[src/hw/rtcc_pkg.sv]
// Shared constants and types of the tag command and check-value logic
package rtcc_pkg;
    // Clock and timing
    localparam int unsigned CLK_HZ = 50_000_000;
    localparam int unsigned LISTEN_TIME_US = 5000;
    localparam int unsigned LISTEN_CYCLES = (LISTEN_TIME_US * (CLK_HZ / 1_000_000));
    localparam int unsigned WRITE_RESPONSE_WAIT_MS = 20;
    // Request layout
    localparam int unsigned HDR_BITS = 11;
    localparam int unsigned FLAG_UID_POS = 10;
    localparam int unsigned FLAG_CRC_POS = 8;
    localparam int unsigned PL_BITS = 144;
    localparam logic [7:0] MAX_REQ_BITS = 8'h9b;
    localparam logic [7:0] LEN_HDR = 8'h0b;
    localparam logic [7:0] LEN_UID = 8'h30;
    localparam logic [7:0] LEN_CRC = 8'h10;
    localparam logic [7:0] LEN_RECORD = 8'h80;
    localparam logic [7:0] LEN_LOGIN = 8'h28;
    localparam logic [7:0] LEN_BCAST_TX = 8'h80;
    localparam logic [7:0] LEN_SYSINFO_TX = 8'h69;
    localparam logic [7:0] LEN_STATUS_TX = 8'h01;
    // Command codes
    localparam logic [5:0] CMD_WRITE_RECORD = 6'h38;
    localparam logic [5:0] CMD_WRITE_RECORD_LOCK = 6'h39;
    localparam logic [5:0] CMD_SYSTEM_INFO = 6'h17;
    localparam logic [5:0] CMD_LOGIN = 6'h28;
    localparam logic [5:0] CMD_MODE_SWITCH = 6'h3f;
    // Check value
    localparam logic [15:0] CRC_POLY = 16'h1021;
    localparam logic [15:0] CRC_PRESET = 16'h0000;
    // Non-volatile defaults
    localparam logic [31:0] SECRET_DEFAULT = 32'h0fffffff;
    localparam logic [127:0] RECORD_DEFAULT = 128'h0;
    // Register map (byte addresses)
    localparam logic [4:0] REG_CONTROL = 5'h00;
    localparam logic [4:0] REG_STATUS = 5'h04;
    localparam logic [4:0] REG_IRQ_ENABLE = 5'h08;
    localparam logic [4:0] REG_IRQ_CLEAR = 5'h0c;
    localparam logic [4:0] REG_STATE = 5'h10;
    localparam int unsigned CTL_CHECK_APPEND = 0;
    localparam int unsigned CTL_GRANT_READ = 1;
    localparam int unsigned EV_WRITE_DONE = 0;
    localparam int unsigned EV_LOGIN_OK = 1;
    localparam int unsigned EV_REQ_ERROR = 2;
    localparam int unsigned EV_MODE_SWITCH = 3;

    typedef enum logic [2:0] {
        MODE_BCAST_TX,
        MODE_LISTEN,
        MODE_READER_IDLE,
        MODE_EXEC,
        MODE_RESPOND
    } rtcc_mode_type;

    typedef struct packed {
        rtcc_mode_type mode;
        logic rx_open;
        logic rx_ovf;
        logic [7:0] rx_cnt;
        logic [10:0] hdr;
        logic [143:0] pl;
        logic [15:0] rx_crc;
        logic [127:0] nvm_record;
        logic nvm_locked;
        logic [31:0] stored_secret;
        logic [127:0] shadow;
        logic acc_wr;
        logic acc_rd;
        logic [127:0] tx_sh;
        logic [7:0] tx_cnt;
        logic [15:0] tx_crc;
        logic tx_crc_ph;
        logic tx_app;
        logic tx_act;
        logic [19:0] listen_cnt;
        logic bcast;
        logic check_append_flag;
        logic ctl_grant_read;
        logic [3:0] sts;
        logic [3:0] ien;
        logic irq;
        logic [31:0] rdata;
    } rtcc_st_type;
endpackage : rtcc_pkg

[src/hw/rtcc_core.sv]
// Command interpreter, broadcast mode and check-value logic of the tag
// Notes on behaviour
// - Error-free record write in ready state stores 128 bits and answers.
// - Record content is never checked against the animal-ID format.
// - Reader supplies the record as broadcast; the tag replays it unchanged.
// - Code 111000 writes; code 111001 writes then locks the record until the next reset.
// - A written record is broadcast only after the next field entry.
// - Successful write answers error bit 0, then the check value when the append flag is set.
// - Error-free system-information request (optional 48-bit UNIQUE_TAG_IDENTIFIER) returns system data.
// - System answer: error bit, 40-bit serial, maker, chip reference, six zero bytes.
// - Login compares 32-bit secret with stored one; match grants write, optionally read.
// - A later login with a wrong secret removes all protected access.
// - On field entry the tag broadcasts its record without any command.
// - Switch command or start-of-frame in the listening window enters reader mode.
// - Every request is checked for errors before it is executed.
// - Check value uses polynomial 1021h with preset 0000h.
// - Check value runs over all request bits; answer appends one when flag set.
//
// Local design decisions: strobed register access and the address map.
`timescale 1ns/1ns
`default_nettype none
module rtcc_core
    import rtcc_pkg::*;
#(
    parameter int unsigned LISTEN_CYC = LISTEN_CYCLES,
    parameter logic [39:0] SERIAL_NUMBER_FIELD = 40'h0000000001, // Arbitrary value
    parameter logic [7:0] MAKER_CODE_FIELD = 8'h5a, // Arbitrary value
    parameter logic [7:0] CHIP_REFERENCE_FIELD = 8'h01, // Arbitrary value
    parameter logic [127:0] RECORD_INIT = RECORD_DEFAULT
)
(
    input wire logic core_clk_in,
    input wire logic resetn_in,
    input wire logic field_entry_in,
    input wire logic sof_in,
    input wire logic eof_in,
    input wire logic rx_bit_valid_in,
    input wire logic rx_bit_in,
    input wire logic tx_next_in,
    input wire logic [4:0] reg_addr_in,
    input wire logic [31:0] reg_wdata_in,
    input wire logic reg_wr_in,
    input wire logic reg_rd_in,
    output logic [31:0] reg_rdata_out,
    output logic tx_active_out,
    output logic tx_bit_out,
    output logic broadcast_mode_out,
    output logic access_write_out,
    output logic access_read_out,
    output logic record_locked_out,
    output logic irq_out
);
    localparam logic [47:0] UNIQUE_TAG_IDENTIFIER = {SERIAL_NUMBER_FIELD, MAKER_CODE_FIELD};
    localparam logic [19:0] LISTEN_LOAD = 20'(LISTEN_CYC);

    logic [1:0] rst_sync_r;
    logic rst_n;
    rtcc_st_type r;
    rtcc_st_type r_nxt;

    function automatic logic [15:0] crc_step(input logic [15:0] crc, input logic b);
        crc_step = {crc[14:0], 1'b0} ^ ((crc[15] ^ b) ? CRC_POLY : 16'h0000);
    endfunction : crc_step

    always_ff @(posedge core_clk_in or negedge resetn_in)
    begin
        if (!resetn_in)
            rst_sync_r <= 2'b00;
        else
            rst_sync_r <= {rst_sync_r[0], 1'b1};
    end
    assign rst_n = rst_sync_r[1];

    always_comb
    begin
        logic [143:0] pl_eff;
        logic uid_on;
        logic crc_on;
        logic [5:0] cmd;
        logic [7:0] exp_len;
        logic known;
        logic err;
        logic uid_ok;
        logic tx_b;
        logic [15:0] crc_new;
        logic [3:0] ev;
        pl_eff = '0;
        uid_on = 1'b0;
        crc_on = 1'b0;
        cmd = 6'h00;
        exp_len = 8'h00;
        known = 1'b0;
        err = 1'b0;
        uid_ok = 1'b1;
        tx_b = 1'b0;
        crc_new = 16'h0000;
        ev = 4'h0;
        r_nxt = r;

        // Response and broadcast shifter
        if (r.tx_act && tx_next_in)
        begin
            tx_b = r.tx_sh[127];
            crc_new = r.tx_crc_ph ? r.tx_crc : crc_step(r.tx_crc, tx_b);
            r_nxt.tx_crc = crc_new;
            r_nxt.tx_sh = {r.tx_sh[126:0], 1'b0};
            r_nxt.tx_cnt = r.tx_cnt - 8'h01;
            if (r.tx_cnt == 8'h01)
            begin
                if (r.tx_app && !r.tx_crc_ph)
                begin
                    r_nxt.tx_sh = {crc_new, 112'h0};
                    r_nxt.tx_cnt = LEN_CRC;
                    r_nxt.tx_crc_ph = 1'b1;
                end
                else
                begin
                    r_nxt.tx_act = 1'b0;
                    if (r.mode == MODE_BCAST_TX)
                    begin
                        r_nxt.mode = MODE_LISTEN;
                        r_nxt.listen_cnt = LISTEN_LOAD;
                    end
                    else
                        r_nxt.mode = MODE_READER_IDLE;
                end
            end
        end

        unique case (r.mode)
            MODE_BCAST_TX:
            begin
            end
            MODE_LISTEN:
            begin
                if (sof_in)
                begin
                    r_nxt.mode = MODE_READER_IDLE;
                    r_nxt.bcast = 1'b0;
                    ev[EV_MODE_SWITCH] = 1'b1;
                end
                else if (r.listen_cnt <= 20'h00001)
                begin
                    r_nxt.mode = MODE_BCAST_TX;
                    r_nxt.tx_sh = r.shadow;
                    r_nxt.tx_cnt = LEN_BCAST_TX;
                    r_nxt.tx_crc = CRC_PRESET;
                    r_nxt.tx_crc_ph = 1'b0;
                    r_nxt.tx_app = 1'b0;
                    r_nxt.tx_act = 1'b1;
                end
                else
                    r_nxt.listen_cnt = r.listen_cnt - 20'h00001;
            end
            MODE_READER_IDLE:
            begin
                if (r.rx_open && rx_bit_valid_in)
                begin
                    r_nxt.rx_crc = crc_step(r.rx_crc, rx_bit_in);
                    if (r.rx_cnt >= MAX_REQ_BITS)
                        r_nxt.rx_ovf = 1'b1;
                    else
                    begin
                        r_nxt.rx_cnt = r.rx_cnt + 8'h01;
                        if (r.rx_cnt < LEN_HDR)
                            r_nxt.hdr = {r.hdr[9:0], rx_bit_in};
                        else
                            r_nxt.pl = {r.pl[142:0], rx_bit_in};
                    end
                end
                if (r.rx_open && eof_in)
                begin
                    r_nxt.rx_open = 1'b0;
                    r_nxt.mode = MODE_EXEC;
                end
            end
            MODE_EXEC:
            begin
                uid_on = r.hdr[FLAG_UID_POS];
                crc_on = r.hdr[FLAG_CRC_POS];
                cmd = r.hdr[5:0];
                pl_eff = crc_on ? (r.pl >> 16) : r.pl;
                exp_len = LEN_HDR + (uid_on ? LEN_UID : 8'h00) + (crc_on ? LEN_CRC : 8'h00);
                known = 1'b1;
                if (cmd == CMD_WRITE_RECORD || cmd == CMD_WRITE_RECORD_LOCK)
                    exp_len = exp_len + LEN_RECORD;
                else if (cmd == CMD_LOGIN)
                begin
                    exp_len = exp_len + LEN_LOGIN;
                    uid_ok = !uid_on || (pl_eff[79:32] == UNIQUE_TAG_IDENTIFIER);
                    if ((uid_on ? pl_eff[87:80] : pl_eff[39:32]) != MAKER_CODE_FIELD)
                        uid_ok = 1'b0;
                end
                else if (cmd == CMD_SYSTEM_INFO)
                    uid_ok = !uid_on || (pl_eff[47:0] == UNIQUE_TAG_IDENTIFIER);
                else if (cmd != CMD_MODE_SWITCH)
                    known = 1'b0;
                // Check before executing: length, check value, command, address
                err = r.rx_ovf || (r.rx_cnt != exp_len) || !known || !uid_ok;
                if (crc_on && r.rx_crc != 16'h0000)
                    err = 1'b1;
                if ((cmd == CMD_WRITE_RECORD || cmd == CMD_WRITE_RECORD_LOCK)
                    && (uid_on || r.nvm_locked))
                    err = 1'b1;
                r_nxt.mode = MODE_RESPOND;
                r_nxt.tx_sh = {1'b1, 127'h0};
                r_nxt.tx_cnt = LEN_STATUS_TX;
                r_nxt.tx_crc = CRC_PRESET;
                r_nxt.tx_crc_ph = 1'b0;
                r_nxt.tx_app = r.check_append_flag;
                r_nxt.tx_act = 1'b1;
                if (err)
                    ev[EV_REQ_ERROR] = 1'b1;
                else if (cmd == CMD_MODE_SWITCH)
                begin
                    r_nxt.mode = MODE_READER_IDLE;
                    r_nxt.tx_act = 1'b0;
                end
                else if (cmd == CMD_WRITE_RECORD || cmd == CMD_WRITE_RECORD_LOCK)
                begin
                    r_nxt.nvm_record = pl_eff[127:0];
                    r_nxt.nvm_locked = (cmd == CMD_WRITE_RECORD_LOCK);
                    r_nxt.tx_sh = {1'b0, 127'h0};
                    ev[EV_WRITE_DONE] = 1'b1;
                end
                else if (cmd == CMD_SYSTEM_INFO)
                begin
                    r_nxt.tx_sh = {1'b0, SERIAL_NUMBER_FIELD, MAKER_CODE_FIELD,
                        CHIP_REFERENCE_FIELD, 48'h0, 23'h0};
                    r_nxt.tx_cnt = LEN_SYSINFO_TX;
                end
                else if (pl_eff[31:0] == r.stored_secret)
                begin
                    r_nxt.acc_wr = 1'b1;
                    r_nxt.acc_rd = r.ctl_grant_read;
                    r_nxt.tx_sh = {1'b0, 127'h0};
                    ev[EV_LOGIN_OK] = 1'b1;
                end
                else
                begin
                    r_nxt.acc_wr = 1'b0;
                    r_nxt.acc_rd = 1'b0;
                    ev[EV_REQ_ERROR] = 1'b1;
                end
            end
            MODE_RESPOND:
            begin
            end
        endcase

        // Start-of-frame opens a request frame in reader mode
        if (sof_in && (r.mode == MODE_READER_IDLE || r.mode == MODE_LISTEN))
        begin
            r_nxt.rx_open = 1'b1;
            r_nxt.rx_ovf = 1'b0;
            r_nxt.rx_cnt = 8'h00;
            r_nxt.hdr = '0;
            r_nxt.pl = '0;
            r_nxt.rx_crc = CRC_PRESET;
        end

        // Field entry restarts the protocol and loads the broadcast copy
        if (field_entry_in)
        begin
            r_nxt.mode = MODE_BCAST_TX;
            r_nxt.shadow = r.nvm_record;
            r_nxt.tx_sh = r.nvm_record;
            r_nxt.tx_cnt = LEN_BCAST_TX;
            r_nxt.tx_crc = CRC_PRESET;
            r_nxt.tx_crc_ph = 1'b0;
            r_nxt.tx_app = 1'b0;
            r_nxt.tx_act = 1'b1;
            r_nxt.rx_open = 1'b0;
            r_nxt.acc_wr = 1'b0;
            r_nxt.acc_rd = 1'b0;
            r_nxt.bcast = 1'b1;
        end

        // Register writes
        if (reg_wr_in)
        begin
            if (reg_addr_in == REG_CONTROL)
            begin
                r_nxt.check_append_flag = reg_wdata_in[CTL_CHECK_APPEND];
                r_nxt.ctl_grant_read = reg_wdata_in[CTL_GRANT_READ];
            end
            if (reg_addr_in == REG_IRQ_ENABLE)
                r_nxt.ien = reg_wdata_in[3:0];
        end
        // Events win over a clear in the same cycle
        r_nxt.sts = (r.sts & ~((reg_wr_in && reg_addr_in == REG_IRQ_CLEAR) ?
            reg_wdata_in[3:0] : 4'h0)) | ev;
        r_nxt.irq = |(r_nxt.sts & r_nxt.ien);

        // Register reads: data stand in the following cycle only
        r_nxt.rdata = 32'h0;
        if (reg_rd_in)
        begin
            if (reg_addr_in == REG_CONTROL)
                r_nxt.rdata = {30'h0, r.ctl_grant_read, r.check_append_flag};
            else if (reg_addr_in == REG_STATUS)
                r_nxt.rdata = {28'h0, r.sts};
            else if (reg_addr_in == REG_IRQ_ENABLE)
                r_nxt.rdata = {28'h0, r.ien};
            else if (reg_addr_in == REG_STATE)
                r_nxt.rdata = {24'h0, 1'b0, r.mode, r.nvm_locked, r.acc_rd, r.acc_wr, r.bcast};
        end
    end

    always_ff @(posedge core_clk_in or negedge rst_n)
    begin
        if (!rst_n)
        begin
            r <= '0;
            r.mode <= MODE_BCAST_TX;
            r.nvm_record <= RECORD_INIT;
            r.shadow <= RECORD_INIT;
            r.tx_sh <= RECORD_INIT;
            r.tx_cnt <= LEN_BCAST_TX;
            r.tx_act <= 1'b1;
            r.bcast <= 1'b1;
            r.stored_secret <= SECRET_DEFAULT;
        end
        else
            r <= r_nxt;
    end

    assign reg_rdata_out = r.rdata;
    assign tx_active_out = r.tx_act;
    assign tx_bit_out = r.tx_sh[127];
    assign broadcast_mode_out = r.bcast;
    assign access_write_out = r.acc_wr;
    assign access_read_out = r.acc_rd;
    assign record_locked_out = r.nvm_locked;
    assign irq_out = r.irq;
endmodule : rtcc_core
`default_nettype wire

[config.mk]
export PLATFORM = sky130hd
export DESIGN_NAME = rtcc_core
export DESIGN_NICKNAME = d
export VERILOG_FILES = /design/src/hw/rtcc_pkg.sv /design/src/hw/rtcc_core.sv
export SDC_FILE = /design/constraint.sdc
export NUM_CORES = 1
export LEC_CHECK = 0
export ABC_AREA = 1
export BUFFER_PORTS_ARGS = -buffer_cell sky130_fd_sc_hd__clkbuf_2
export CORE_UTILIZATION = 55
export DETAILED_ROUTE_END_ITERATION = 10
export PLACE_DENSITY_LB_ADDON = 0.25
export SYNTH_ARGS = -nofsm -noshare
export SYNTH_HDL_FRONTEND = slang
export SYNTH_SLANG_ARGS = --single-unit
[constraint.sdc]
create_clock -name core_clk_in -period 56.1 [get_ports core_clk_in]
set_input_delay 0 -clock core_clk_in [delete_from_list [all_inputs] [get_ports core_clk_in]]
set_output_delay 0 -clock core_clk_in [all_outputs]
set_load 0.005 [all_outputs]
==> run_results.csv <==
group,metric,value,unit
status,status,"finished, violations left",
status,violations,"DRC",
global_route,antenna_found_initial,0,
sta,drv_slew,0,
global_route,grt_pass1_vias,23150,
critical_path,required,56560,ps
die,initial_utilization,0.5600,
layout,fin_cells,4087,
cts,post-cts-setup-buffer-count,0,
cts,clkTransAtPathRegs,60,ps
global_route,overflow,0,
layout,layout-drive-gt1-share,0.06649,
sta,setup_ws,51110,ps
cts,cts_resized,0,
yosys,synth.yosys.seq_area_share,0.5391,
routing,drt_wl_total,76490,microns
die,die_h,234.2,microns
layout,area_growth,9.203,%
job,maxCapViolations,0,
routing,firstDrtPassIters,11,
routing,vias,24390,
yosys,synth_top_area_cell,"dfrtp_1",
die,ios,86,
layout,final_cell_mix,"nand2_1, dfrtp_1, inv_1",
critical_path,start_kind,"register",
routing,final_antenna_net_count,0,
place,place_ws,51210,ps
critical_path,crit_fanout,185,
layout,mostFrequentLayoutCell,"nand2_1",
cts,cts_buffers,70,
yosys,synth_seq_cells,639,
yosys,synth_cells,3424,
routing,drtIter0Drc,2648,
yosys,synth_ff_type,"dfrtp_1",
routing,post_drt_wl_per_cell,18.72,microns
sta,max_slew_margin,0.1453,
pwr,p_leak,0.01553,uW
yosys,synthArstFlopShare,1.000,
critical_path,path_cells,"buf_4 > buf_4 > nand2_1 > o21ai_0 > nand2_1 > nor2_1 > nand4_1 > nor2_1 > nand2_1 > nand2_1 > nand2_1 > nand2_2 > nand4_1 > buf_12 > nand2_1 > o21ai_1",
sta,period_share,0.08902,
place,port_buffers,32,
pwr,vdd_drop_max,0.00003194,V
cts,cts.sinks,639,
routing,drc_errors,6,
global_route,grt_pass1_wl,122900,microns
die,rows,84,
yosys,synth_area_leaders,"dfrtp_1, nand2_1, inv_1",
sta,finalSetupTns,0,ps
critical_path,end_kind,"register",
cts,cts_root_buffer,"clkbuf_16",
critical_path,arrival,5450,ps
pwr,powerDensity,39.84,nW/um^2
yosys,syn_area_per_cell,8.664,sq um
die,die_w,234.2,microns
layout,nNetsFinal,3408,
critical_path,cpPeakStageDelay,860,ps
layout,antenna_cells,0,
yosys,ys_types,49,
sta,rsz0062_at_grt,"no",
sta,period_minus_slack,4994,ps
global_route,grt_max_degree,259,
yosys,synthesis.area,29670,sq um
yosys,synth_enable_flop_cells,0,
yosys,yosys.area.top_type_share,0.5365,
cts,cts.path.max_buffers,3,
die,die_area,54870,sq um
sta,finalSetupViolCount,0,
sta,hold_violations,0,
routing,via_per_inst,5.968,
sta,worstMarginPinSlew,1280,ps
cts,tritoncts,"done",
die,core-area,52970,sq um
place,dpl.hpwl,46630,microns
cts,htree_num_levels,3,
cts,clk_latency,620,ps
layout,fillers,4447,
place,post-place-cells,3941,
critical_path,path_class,"register to register",
sta,max_freq,200.2,MHz
place,gp_congestion,0.9242,
sta,fin_skew,31.92,ps
yosys,synth_warnings,0,
critical_path,cpMostUsedCell,"nand2_1",
sta,hold_ws,45.97,ps
worst_hold_path,hold_class,"input pin to register",
critical_path,cp_slowest_cell,"dfrtp_4",
global_route,grt_util_all_layers,0.2840,
## cell usage after synthesis (all sizes together) (10+ instances only)
cell and count:
nor2 146, dfrtp 636, nor3 34, o22ai 163
o221ai 62, o2111ai 92, buf 105, o21ai 383
o211ai 38, nand4 25, a21oi 64, inv 399
nor4 16, ha 10, a211oi 20, clkbuf 146
nand3 81, nand2 906, o311ai 61
## flip-flops by register name, summed over array words and instances (netlist names)
register            count
access_read_out         1
irq_out                 1
tx_bit_out              1
access_write_out        1
r                     623
tx_active_out           1
reg_rdata_out           7
record_locked_out       1
rst_sync_r              2
broadcast_mode_out      1
## final cells by class
cell class	instances	area, sq um	share of cell area
inverter	399	1506	0.04650
tap	688	860.8	0.02657
timing repair buffer	82	659.4	0.02035
clock buffer	103	2079	0.06419
sequential	639	16000	0.4939
multi-input combinational	2159	11020	0.3400
clock inverter	17	272.8	0.008420
## worst max-delay path: cells and delay by family, from the launching register on
family          cells  cell delay [ps]
buf+inv             3             1840
simple gates       11             1570
flops               1              860
compound gates      2              410
## stage by stage
stage                     utilization  total power [uW]  cell area [sq um]
after floorplan                     -             738.9              29760
after global placement         0.5623             810.8              29780
after detailed placement       0.5623             820.1              29780
after CTS                      0.6116              1292              32400
after global routing           0.6116              1351              32400
final                          0.6116              1291              32400
## final timing paths
check | start | end | slack, ps | cells after the start
max in group asynchronous | rst_sync_r[1] | r[100] | 52420 | 3
worst max-delay path | r[678] | r[395] | 51110 | 16
worst min-delay path | reg_addr_in[1] | reg_rdata_out[3] | 50 | 6
worst max register to register | r[678] | r[395] | 51110 | 16
min in group asynchronous | resetn_in | rst_sync_r[1] | 260 | 3
worst min register to register | rst_sync_r[0] | rst_sync_r[1] | 350 | 0
## logic make-up (layout without fill, tap and decap cells)
logic type | Yosys count | in the layout | share of synthesized area
simple gates | 1220 | 1220 | 0.1648
mux | 1 | 1 | 0.0003374
fa+ha+maj | 10 | 10 | 0.004218
xor+xnor | 8 | 8 | 0.002362
flops | 639 | 639 | 0.5391
compound gates | 894 | 894 | 0.1955
buf+inv | 650 | 601 | 0.09334
other cells | 2 | 26 | 0.0002532
## repair_timing
action,in CTS,in global routing
hold buffers,26,0
setup endpoints to repair,0,0
hold endpoints to repair,75,0
## metal layers
| metal | track usage | share of wire | up-vias |
|---|---|---|---|
| met1 | 0.4140 | 0.46 | 11950 |
| met3 | 0.06335 | 0.078 | 127 |
| met2 | 0.4264 | 0.44 | 891 |
| met4 | 0.07833 | 0.022 | 0 |
| li1 | - | - | 11420 |
| met5 | 0 | 0 | - |
## power breakdown
group / leakage (uW) / total [uW] / switching (uW) / internal (uW)
Clock: 0.00114 / 469 / 185 / 284
Combinational: 0.00617 / 259 / 186 / 72.8
Sequential: 0.00822 / 562 / 35.6 / 527
Total: 0.0155 / 1290 / 407 / 884
(Power assumes the default switching activity.)
